===== src/twl_defines.vh =====
// constants for the two-wire debug link target
`ifndef TWL_DEFINES_VH
`define TWL_DEFINES_VH

`define TWL_SEL_PART_ID    8'h00
`define TWL_SEL_REVISION   8'h01
`define TWL_SEL_FP_CONTROL 8'h02
`define TWL_SEL_FP_DATA    8'hb4

`define TWL_RESET_SELECT   8'h00
`define TWL_RESET_FP_CTL   8'h00
`define TWL_RESET_FP_DAT   8'h00

`define TWL_CMD_BLOCK_READ  8'h06
`define TWL_CMD_BLOCK_WRITE 8'h07
`define TWL_CMD_PAGE_ERASE  8'h08
`define TWL_CMD_DEV_ERASE   8'h03

`define TWL_INS_DATA_READ  2'b00
`define TWL_INS_DATA_WRITE 2'b01
`define TWL_INS_ADDR_READ  2'b10
`define TWL_INS_ADDR_WRITE 2'b11
`define TWL_INS_BIT_WRITE  0
`define TWL_INS_BIT_ADDR   1

`define TWL_CLK_PERIOD_NS  5
`define TWL_ABORT_LOW_NS   1000
`define TWL_ABORT_CYCLES   8'd200

`endif


===== src/twl_sync.v =====
// two-flop synchroniser for one asynchronous level
`timescale 1ns/1ps
`default_nettype none

module twl_sync (
  input  wire clk_sys,
  input  wire rst,
  input  wire asyncIn,
  output wire syncOut
);

  reg stage1_reg;
  reg stage2_reg;

  // stage1 feeds stage2 only
  always @(posedge clk_sys or posedge rst) begin
    if (rst) begin
      stage1_reg <= 1'b1;
      stage2_reg <= 1'b1;
    end else begin
      stage1_reg <= asyncIn;
      stage2_reg <= stage1_reg;
    end
  end

  assign syncOut = stage2_reg;

endmodule // twl_sync

`default_nettype wire


===== src/twl_port.v =====
// target side of the two-wire debug and flash programming link
`timescale 1ns/1ps
`default_nettype none
`include "twl_defines.vh"

// Contract
// - the link uses one host-driven clock line and one two-way data line.
// - the select register, written over the link, picks the data register.
// - select 0x00 makes data reads return the part identifier.
// - select 0x01 makes data reads return the silicon revision.
// - select 0x02 gives read and write access to flash program control.
// - select 0xb4 gives read and write access to the flash program data.
// - flash commands, addresses and data are accepted in the data register.
// - data-register codes 0x06, 0x07, 0x08, 0x03 decode as flash commands.
// - link traffic is served only while the device is halted.
// - while halted the link takes the reset pin and the shared port pin.
module twl_port #(
  parameter [7:0] PART_ID  = 8'h5a,  // arbitrary value
  parameter [7:0] REVISION = 8'h01   // arbitrary value
) (
  input  wire       clk_sys,
  input  wire       rst,
  input  wire       haltIn,
  input  wire       debugClockLine,
  input  wire       debugDataIn,
  output reg        debugDataOut,
  output reg        debugDataOeN,
  output wire       resetPinToLink,
  output wire       portPinToLink,
  output wire [7:0] fpControl,
  output reg  [7:0] flashWriteData,
  output reg        flashDataStrobe,
  output reg        cmdBlockRead,
  output reg        cmdBlockWrite,
  output reg        cmdPageErase,
  output reg        cmdDeviceErase,
  input  wire       flashReadLoad,
  input  wire [7:0] flashReadData,
  output wire       linkBusy
);

  localparam [2:0] ST_IDLE  = 3'd0;
  localparam [2:0] ST_INS   = 3'd1;
  localparam [2:0] ST_WDATA = 3'd2;
  localparam [2:0] ST_RDATA = 3'd3;

  // least low time in whole system cycles, held at the counter's width
  localparam [7:0] ABORT_CYCLES = `TWL_ABORT_CYCLES;

  wire [1:0] pinRaw;
  wire [1:0] pinSync;
  wire       ckSync;
  wire       dSync;
  reg        ckPrev_reg;
  wire       ckRise;
  wire       ckFall;

  reg  [2:0] state_reg;
  reg  [2:0] bitCnt_reg;
  reg  [1:0] ins_reg;
  reg  [7:0] shift_reg;
  reg  [7:0] select_reg;
  reg  [7:0] flash_program_control_reg;
  reg  [7:0] flash_program_data_reg;
  reg  [7:0] lowCnt_reg;

  assign pinRaw = {debugDataIn, debugClockLine};

  // pins come from the host's domain
  genvar gi;
  generate
    for (gi = 0; gi < 2; gi = gi + 1) begin : g_sync
      twl_sync u_sync (
        .clk_sys (clk_sys),
        .rst     (rst),
        .asyncIn (pinRaw[gi]),
        .syncOut (pinSync[gi])
      );
    end
  endgenerate

  assign ckSync = pinSync[0];
  assign dSync  = pinSync[1];
  assign ckRise = ckSync & ~ckPrev_reg;
  assign ckFall = ~ckSync & ckPrev_reg;

  assign resetPinToLink = haltIn;
  assign portPinToLink  = haltIn;
  assign fpControl      = flash_program_control_reg;
  assign linkBusy       = (state_reg != ST_IDLE);

  // decodes a select value into a one-hot register choice
  function [3:0] selDecode;
    input [7:0] sel;
    begin
      selDecode = 4'b0000;
      case (sel)
        `TWL_SEL_PART_ID:    selDecode = 4'b0001;
        `TWL_SEL_REVISION:   selDecode = 4'b0010;
        `TWL_SEL_FP_CONTROL: selDecode = 4'b0100;
        `TWL_SEL_FP_DATA:    selDecode = 4'b1000;
        default:             selDecode = 4'b0000;
      endcase
    end
  endfunction

  wire [3:0] selHot = selDecode(select_reg);
  wire [7:0] wrByte = {dSync, shift_reg[7:1]};
  // a halt dropped on the last bit must not let the write land
  wire       wrDone = ckRise & haltIn & (state_reg == ST_WDATA) &
                      (bitCnt_reg == 3'd7);
  wire       wrData = wrDone & ~ins_reg[`TWL_INS_BIT_ADDR];

  reg [7:0] readValue;
  always @* begin
    readValue = 8'h00;
    if (ins_reg[`TWL_INS_BIT_ADDR])
      readValue = select_reg;
    else if (selHot[0])
      readValue = PART_ID;
    else if (selHot[1])
      readValue = REVISION;
    else if (selHot[2])
      readValue = flash_program_control_reg;
    else if (selHot[3])
      readValue = flash_program_data_reg;
  end

  // sequencer: start bit, two instruction bits, eight data bits lsb first
  always @(posedge clk_sys or posedge rst) begin
    if (rst) begin
      ckPrev_reg <= 1'b1;
      state_reg  <= ST_IDLE;
      bitCnt_reg <= 3'd0;
      ins_reg    <= 2'b00;
      shift_reg  <= 8'h00;
      lowCnt_reg <= 8'h00;
    end else begin
      ckPrev_reg <= ckSync;
      // a long low clock abandons any frame
      if (ckSync)
        lowCnt_reg <= 8'h00;
      else if (lowCnt_reg != ABORT_CYCLES)
        lowCnt_reg <= lowCnt_reg + 8'h01;
      if (!haltIn || lowCnt_reg == ABORT_CYCLES) begin
        state_reg <= ST_IDLE;
      end else if (ckRise) begin
        case (state_reg)
          ST_IDLE: begin
            if (!dSync) begin
              state_reg  <= ST_INS;
              bitCnt_reg <= 3'd0;
            end
          end
          ST_INS: begin
            ins_reg <= {dSync, ins_reg[1]};
            if (bitCnt_reg == 3'd1) begin
              bitCnt_reg <= 3'd0;
              if (ins_reg[1])
                state_reg <= ST_WDATA;
              else
                state_reg <= ST_RDATA;
            end else begin
              bitCnt_reg <= bitCnt_reg + 3'd1;
            end
          end
          ST_WDATA: begin
            shift_reg  <= wrByte;
            bitCnt_reg <= bitCnt_reg + 3'd1;
            if (bitCnt_reg == 3'd7)
              state_reg <= ST_IDLE;
          end
          ST_RDATA: begin
            bitCnt_reg <= bitCnt_reg + 3'd1;
            if (bitCnt_reg == 3'd7)
              state_reg <= ST_IDLE;
          end
          default: state_reg <= ST_IDLE;
        endcase
      end
    end
  end

  // device drives after the falling edge so the host samples a stable bit
  always @(posedge clk_sys or posedge rst) begin
    if (rst) begin
      debugDataOut <= 1'b1;
      debugDataOeN <= 1'b1;
    end else if (state_reg == ST_RDATA && haltIn) begin
      if (ckFall) begin
        debugDataOut <= readValue[bitCnt_reg];
        debugDataOeN <= 1'b0;
      end
    end else if (ckFall || !haltIn || state_reg != ST_RDATA) begin
      debugDataOeN <= 1'b1;
      debugDataOut <= 1'b1;
    end
  end

  // register writes land on the eighth data bit
  always @(posedge clk_sys or posedge rst) begin
    if (rst) begin
      select_reg      <= `TWL_RESET_SELECT;
      flash_program_control_reg       <= `TWL_RESET_FP_CTL;
      flash_program_data_reg       <= `TWL_RESET_FP_DAT;
      flashWriteData  <= 8'h00;
      flashDataStrobe <= 1'b0;
      cmdBlockRead    <= 1'b0;
      cmdBlockWrite   <= 1'b0;
      cmdPageErase    <= 1'b0;
      cmdDeviceErase  <= 1'b0;
    end else begin
      flashDataStrobe <= 1'b0;
      cmdBlockRead    <= 1'b0;
      cmdBlockWrite   <= 1'b0;
      cmdPageErase    <= 1'b0;
      cmdDeviceErase  <= 1'b0;
      if (wrDone && ins_reg[`TWL_INS_BIT_ADDR])
        select_reg <= wrByte;
      if (wrData && selHot[2])
        flash_program_control_reg <= wrByte;
      // link write wins over a flash readback in the same cycle
      if (wrData && selHot[3]) begin
        flash_program_data_reg       <= wrByte;
        flashWriteData  <= wrByte;
        flashDataStrobe <= 1'b1;
        cmdBlockRead    <= (wrByte == `TWL_CMD_BLOCK_READ);
        cmdBlockWrite   <= (wrByte == `TWL_CMD_BLOCK_WRITE);
        cmdPageErase    <= (wrByte == `TWL_CMD_PAGE_ERASE);
        cmdDeviceErase  <= (wrByte == `TWL_CMD_DEV_ERASE);
      end else if (flashReadLoad) begin
        flash_program_data_reg <= flashReadData;
      end
      // identifier and unknown selects fall through untouched
    end
  end

endmodule // twl_port

`default_nettype wire


===== config.mk =====
export PLATFORM = sky130hd
export DESIGN_NAME = twl_port
export DESIGN_NICKNAME = d
export VERILOG_FILES = /design/src/twl_sync.v /design/src/twl_port.v
export VERILOG_INCLUDE_DIRS = /design/src /design/src/src
export SDC_FILE = /design/constraint.sdc
export NUM_CORES = 1
export LEC_CHECK = 0
export BUFFER_PORTS_ARGS = -buffer_cell sky130_fd_sc_hd__buf_2
export CORE_AREA = 2 2 118 120
export CTS_CLUSTER_DIAMETER = 40
export DETAILED_ROUTE_END_ITERATION = 12
export DIE_AREA = 0 0 120 122
export GPL_ROUTABILITY_DRIVEN = 0
export HOLD_SLACK_MARGIN = 0.02
export REMOVE_ABC_BUFFERS = 1
export SLEW_MARGIN = 20
export SYNTH_ARGS = -nofsm -noshare
export SYNTH_HDL_FRONTEND = slang
export SYNTH_SLANG_ARGS = --single-unit

===== constraint.sdc =====
create_clock -name clk_sys -period 4.7 [get_ports clk_sys]
set_clock_uncertainty 0.05 [all_clocks]
set_input_delay 0.235 -clock clk_sys [delete_from_list [all_inputs] [get_ports clk_sys]]
set_output_delay 0.235 -clock clk_sys [all_outputs]
set_load 0.1 [all_outputs]

==> results.ini, run 1 <==
[floorplanning]
die_width_um=120
num_io_pins=40
die_area_um2=14600
die_height_um=122
fp.coreArea_um2=13500
row_count=43
initial_utilization=0.232

[timing]
max_slew_margin=0.465
hold_violations=0
final_max_slew_viol_count=0
max_slew.worst_pin.slew_ns=0.803
setup_tns_ns=0
layout_worst_path_cycle_share=0.487
finalSetupViolCount=0
rsz_0062_raised_after_global_routing=no
fmaxAchievable_mhz=437
final_period_minus_worst_setup_slack_ns=2.29

[critical_path]
worstSetupStartpoint=bitCnt_reg[0]
required_worst_endpoint_ns=4.88
cp-end-kind=flip-flop
start_kind=flip-flop
critPathMaxFanout=19
reg2reg_to=cmdPageErase
cp_data_arrival_time_ns=2.47
timing_worst_setup_path_type=flip-flop to flip-flop
reg2reg_setup_slack_ns=2.41
timing.rr.start=bitCnt_reg[0]
worst-r2r-cell-count=8
worstSetupEndpoint=cmdPageErase

[layout]
final_cell_count_no_fill=515
n_antenna_cell=0
syn2layout_area_growth_pct=21.5
fill_cells=1409
layout_commonest_cell=dfrtp_1
post_route_cells_drive_above_1_share=0.284
mostFrequentLayoutCells=58 x dfrtp_1, 39 x nand2_1, 39 x buf_2
fin_util=0.281
final_stage_net_count=350

[power]
power.net_switching_mw=0.298
cellInternalPower_mw=1.04
total_leakage_power_nw=1.81
pwr_density_cell_nw_per_um2=353
swShare=0.222
clock_network_fraction_of_design_power=0.490
p_seq_frac=0.452
vdd_ir_drop_max_mv=0.127
power.share.combinational=0.058

[global_routing]
overflow=0
global_route.usage.total=0.100
first_global_vias=2298
grt_antenna_before_repair=0
global_routing_s_busiest_layer=met2
gr-usage-met2=0.163
global_route_wire_length_before_repair_um=11400
largest_net_degree_at_the_start_of_global_routing=66
globalRouteMet1Util=0.126
gr-usage-met3=0.0229

[routing]
finalWirelength_um=6800
detail_route.drc_violations=0
detail_route.vias_per_cell=4.42
via_count=2278
number_of_drc_markers_in_iteration_0=93
avgRoutedWirePerCell_um=13.2
detail-route-antenna-nets=0
firstDrtPassIters=4

[clock_tree]
number_of_buffers_inserted_during_clock_tree_synthesis=9
postCtsResizedCells=0
tritoncts_clock_tree=yes
cts.clk_slew.worst_paths_ns=0.05
cts_setup_buffers=0
h_tree_lvl_count=3
clock-root-buffer=clkbuf_16
cts_hold_repair.buffers=2
clock-sinks=65
cts.path.max_buffers=2
clk-insertion-delay-late_ns=0.33

[synth]
postSynth.asyncResetShare=1.00
synth.cell_area_um2=3130
synth.distinct_cells=50
postSynthAreaPerCell_um2=10.8
share_of_the_yosys_chip_area_belonging_to_registers=0.523
synth.yosys.warnings=0
synth_edf_count=0
synth_cells=290
synth-seq-cells=65
ys.flop_type=dfrtp_1

[placed_design]
place.port_buffers=39
hpwlAfterDp_um=4960
post-place-cells=498

[job]
timing.max_cap.violations=0

[hold_path]
worst_hold_path_type=input pin to asynchronous set/reset pin

[run_status]
outcome=finished clean

worst min path at each step:
stage	startpoint	endpoint	slack [ns]	cells past startpoint
3_3_place_gp	debugDataIn	g_sync[1].u_sync.stage1_reg	0.29	1
6_report	rst	lowCnt_reg[1]	0.08	3
2_1_floorplan	debugClockLine	g_sync[0].u_sync.stage1_reg	0.19	0
3_5_place_dp	debugClockLine	g_sync[0].u_sync.stage1_reg	0.29	1
4_1_cts	rst	lowCnt_reg[0]	0.12	3
5_1_grt	flashReadData[4]	flash_program_data_reg[4]	0.15	3
cell families after synthesis:
group | share of synthesized area
compound gates | 0.0912
mux | 0.115
xor+xnor | 0.0168
fa+ha+maj | 0.0200
flops | 0.523
buf+inv | 0.0344
simple gates | 0.200
synthesized netlist by cell type, types with 2 or more instances:
cell      count  area, µm²
a211oi_1      2       15.0
a21o_1        2       15.0
a21oi_1      12       60.1
a31oi_1       2       12.5
a32oi_1       2       17.5
and3_1        3       18.8
buf_2         4       20.0
buf_4         4       30.0
clkbuf_1      2       7.51
dfrtp_1      58       1450
dfstp_2       7        184
ha_1          5       62.6
inv_1         7       26.3
mux2_2       23        259
mux2i_1      10        100
nand2_1      39        146
nand2b_1      5       31.3
nand3_1      13       65.1
nand4_1       3       18.8
nor2_1       24       90.1
nor2b_1       6       37.5
nor3_1        5       25.0
nor4_4        2       42.5
nor4b_2       2       30.0
o211a_1       2       20.0
o211ai_1      4       30.0
o21ai_0       7       35.0
o21ai_1       9       45.0
xnor2_1       2       17.5
xor2_1        4       35.0
worst max-delay path: stages (launching register included):
cell,delay [ns]
dfrtp_1,0.62
ha_1,0.23
ha_1,0.16
nand3_1,0.14
nor3_4,0.23
nand3_4,0.18
clkinv_4,0.20
nand3b_2,0.11
nor4b_2,0.26
metal layers:
layer | vias up | share of wire
li1 | 1105 | -
met1 | 1123 | 0.45
met2 | 41 | 0.50
met3 | 9 | 0.034
met4 | 0 | 0.017
met5 | - | 0
power by group through the flow:
stage	logic (mW)	clock network, mW	registers [mW]
finish	0.0782	0.657	0.605
global placement	0.0767	0	0.615
floorplan	0.0522	0	0.606
global route	0.0884	0.698	0.609
CTS	0.0803	0.673	0.605
detailed placement	0.0789	0	0.614
cell type report:
class                   instances  area [µm²]  area share
multi-input cells             205        1390       0.365
repair buffers                 42         223      0.0586
flip-flops and latches         65        1640       0.430
clock inverters                 3        40.0      0.0105
clock buffers                  12         256      0.0675
inverters                       8        35.0     0.00922
well taps                     180         225      0.0592
through the flow:
stage                     area, µm²  hold slack (ns)  setup WS (ns)  power (mW)
after floorplan                3060            0.189           2.75       0.658
after global placement         3480            0.294           2.50       0.691
after detailed placement       3480            0.294           2.44       0.693
after CTS                      3800            0.118           2.41        1.36
after global routing           3800            0.146           2.17        1.39
final                          3800           0.0844           2.41        1.34
(Power assumes the default switching activity.)
==> inputs of run 2 (changes only) <==
Clock period 4.7 ns to 2.3 ns, I/O delays scaled along.
==> run 2 against run 1 <==
Register-to-register slack worse by 2.2 ns; setup slack got worse by 2.2 ns; sequential power is 100% higher; wire length up 6.8%; critical path depth unchanged; cell area increased by 1.7%; global-route usage up 0.46 points; non-clock buffer count up 9; power up 100%; sequential share of layout area shrank 0.74 points; critical endpoint is now shift_reg[4].
==> results.ini, run 2 (synthesis gave the netlist of run 1 again) <==
[clock_tree]
clk-insertion-delay-late_ns=0.33  ; about the same
clock-root-buffer=clkbuf_16
h_tree_lvl_count=3  ; unchanged
clock-sinks=65  ; unchanged
postCtsResizedCells=0  ; unchanged
number_of_buffers_inserted_during_clock_tree_synthesis=9  ; unchanged
cts.clk_slew.worst_paths_ns=0.06  ; about the same
cts.path.max_buffers=2  ; unchanged
tritoncts_clock_tree=yes

[critical_path]
crit_path_frequent_cell=nand2_1
timing.rr.start=lowCnt_reg[0]
critical-path-slowest-cell=dfrtp_1
start_kind=flip-flop
cp-end-kind=flip-flop
required_worst_endpoint_ns=2.46  ; -2.42 ns
cp_data_arrival_time_ns=2.22  ; -0.25 ns
cpPeakStageDelay_ns=0.41  ; -0.21 ns
timing_worst_setup_path_type=flip-flop to flip-flop
reg2reg_setup_slack_ns=0.24  ; -2.17 ns
crit_path_cell_trace=inv_1 -> ha_1 -> and4b_1 -> nand3_1 -> nand2_1 -> nor2_1 -> nand2_1 -> mux2_2
reg2reg_to=shift_reg[4]
critPathMaxFanout=7  ; -12
worst-r2r-cell-count=8  ; unchanged

[floorplanning]
die_area_um2=14600  ; unchanged
row_count=43  ; unchanged
die_width_um=120  ; unchanged
die_height_um=122  ; unchanged
initial_utilization=0.232  ; unchanged
num_io_pins=40  ; unchanged
fp.coreArea_um2=13500  ; unchanged

[timing]
final_period_minus_worst_setup_slack_ns=2.06  ; -0.229 ns
finalSetupViolCount=0  ; unchanged
final_max_slew_viol_count=0  ; unchanged
layout_worst_path_cycle_share=0.896  ; +0.409
fmaxAchievable_mhz=485  ; +11%
max_slew_margin=0.594  ; +0.130
hold_violations=0  ; unchanged
max_slew.worst_pin.slew_ns=0.608  ; -0.195 ns
rsz_0062_raised_after_global_routing=no
setup_tns_ns=0  ; unchanged

[run_status]
outcome=finished clean

[routing]
avgRoutedWirePerCell_um=13.8  ; +4.8%
detail-route-antenna-nets=0  ; unchanged
via_count=2347  ; +3.0%
finalWirelength_um=7260  ; +6.8%
firstDrtPassIters=4  ; unchanged
detail_route.vias_per_cell=4.47  ; +1.1%
detail_route.drc_violations=0  ; unchanged
number_of_drc_markers_in_iteration_0=141  ; +52%

[layout]
syn2layout_area_growth_pct=23.6
fill_cells=1378  ; -2.2%
mostFrequentLayoutCells=58 x dfrtp_1, 39 x nand2_1, 39 x buf_2
n_antenna_cell=0  ; unchanged
final_stage_net_count=359  ; +2.6%
post_route_cells_drive_above_1_share=0.296  ; +0.0121
final_cell_count_no_fill=525  ; +1.9%
layout_commonest_cell=dfrtp_1

[power]
clock_network_fraction_of_design_power=0.470  ; -0.020
power.share.combinational=0.077  ; +0.019
vdd_ir_drop_max_mv=0.283  ; +120%
cellInternalPower_mw=2.04  ; +96%
total_leakage_power_nw=1.85  ; +1.9%
power.net_switching_mw=0.640  ; +120%
pwr_density_cell_nw_per_um2=694  ; +97%
p_seq_frac=0.453  ; about the same
swShare=0.239  ; +0.0166

[global_routing]
grt_antenna_before_repair=0  ; unchanged
overflow=0  ; unchanged
global_route_wire_length_before_repair_um=12000  ; +5.3%
global_route.usage.total=0.105  ; +0.00462
first_global_vias=2351  ; +2.3%
largest_net_degree_at_the_start_of_global_routing=41  ; -38%

[hold_path]
whs_path_depth=3
worst_hold_path_type=input pin to flip-flop
worst_hold_path.endpoint=flash_program_data_reg[4]
holdCritStartpoint=flashReadData[4]

[job]
timing.max_cap.violations=0  ; unchanged

[placed_design]
place.port_buffers=39  ; unchanged
hpwlAfterDp_um=5230  ; +5.5%
post-place-cells=505  ; +1.4%

-- run 2: through the flow --
step | total power, mW | instance area [µm²] | utilization | worst slack (ns) | hold slack [ns]
after CTS | 2.71 | 3870 | 0.286 | 0.219 | 0.0216
after global routing | 2.79 | 3870 | 0.286 | 0.0442 | 0.0368
after floorplan | 1.34 | 3060 | - | 0.352 | 0.0695
final | 2.68 | 3870 | 0.286 | 0.240 | 0.0189
after global placement | 1.43 | 3550 | 0.263 | 0.349 | 0.173
after detailed placement | 1.44 | 3550 | 0.263 | 0.262 | 0.181
-- run 2: layout make-up --
type / count / area [µm²] / area share
clock buffers: 13 / 260 / 0.0673
flip-flops and latches: 65 / 1640 / 0.423
multi-input cells: 205 / 1390 / 0.358
inverters: 8 / 35.0 / 0.00906
clock inverters: 3 / 17.5 / 0.00453
repair buffers: 51 / 308 / 0.0796
well taps: 180 / 225 / 0.0582
-- run 2: what timing repair did --
action | in CTS | in global routing
hold buffers | 4 | 0
endpoints found under the hold margin | 23 | 0
setup buffers | 0 | 0
-- run 2: routing by layer --
layer	routed length, µm	vias up	part of all wire	GRT usage
met3	416	10	0.057	0.0262
met2	3520	54	0.48	0.167
li1	-	1123	-	-
met4	136	0	0.019	0.0441
met1	3190	1160	0.44	0.135
met5	0	-	0	0
-- run 2: power by group through the flow --
stage               Combinational [mW]  Clock [mW]  Sequential (mW)
floorplan                        0.107           0             1.24
CTS                              0.211        1.29             1.22
finish                           0.208        1.26             1.22
global route                     0.233        1.33             1.22
global placement                 0.200           0             1.23
detailed placement               0.205           0             1.23
-- run 2: critical path: cells and delay by family, from the launching register on --
family | cells | cell delay [ns]
adder cells (fa/ha/maj) | 1 | 0.19
flip-flops | 1 | 0.41
buffers and inverters | 1 | 0.06
AND/OR/NAND/NOR | 5 | 0.90
multiplexers | 1 | 0.33
-- run 2: how the worst max path moves through the flow --
stage,from,to,cells past startpoint
final,lowCnt_reg[0],shift_reg[4],8
after global routing,lowCnt_reg[0],shift_reg[4],8
after CTS,lowCnt_reg[0],shift_reg[4],8
after detailed placement,lowCnt_reg[0],shift_reg[4],8
after global placement,lowCnt_reg[0],shift_reg[4],8
after floorplan,bitCnt_reg[0],cmdPageErase,8
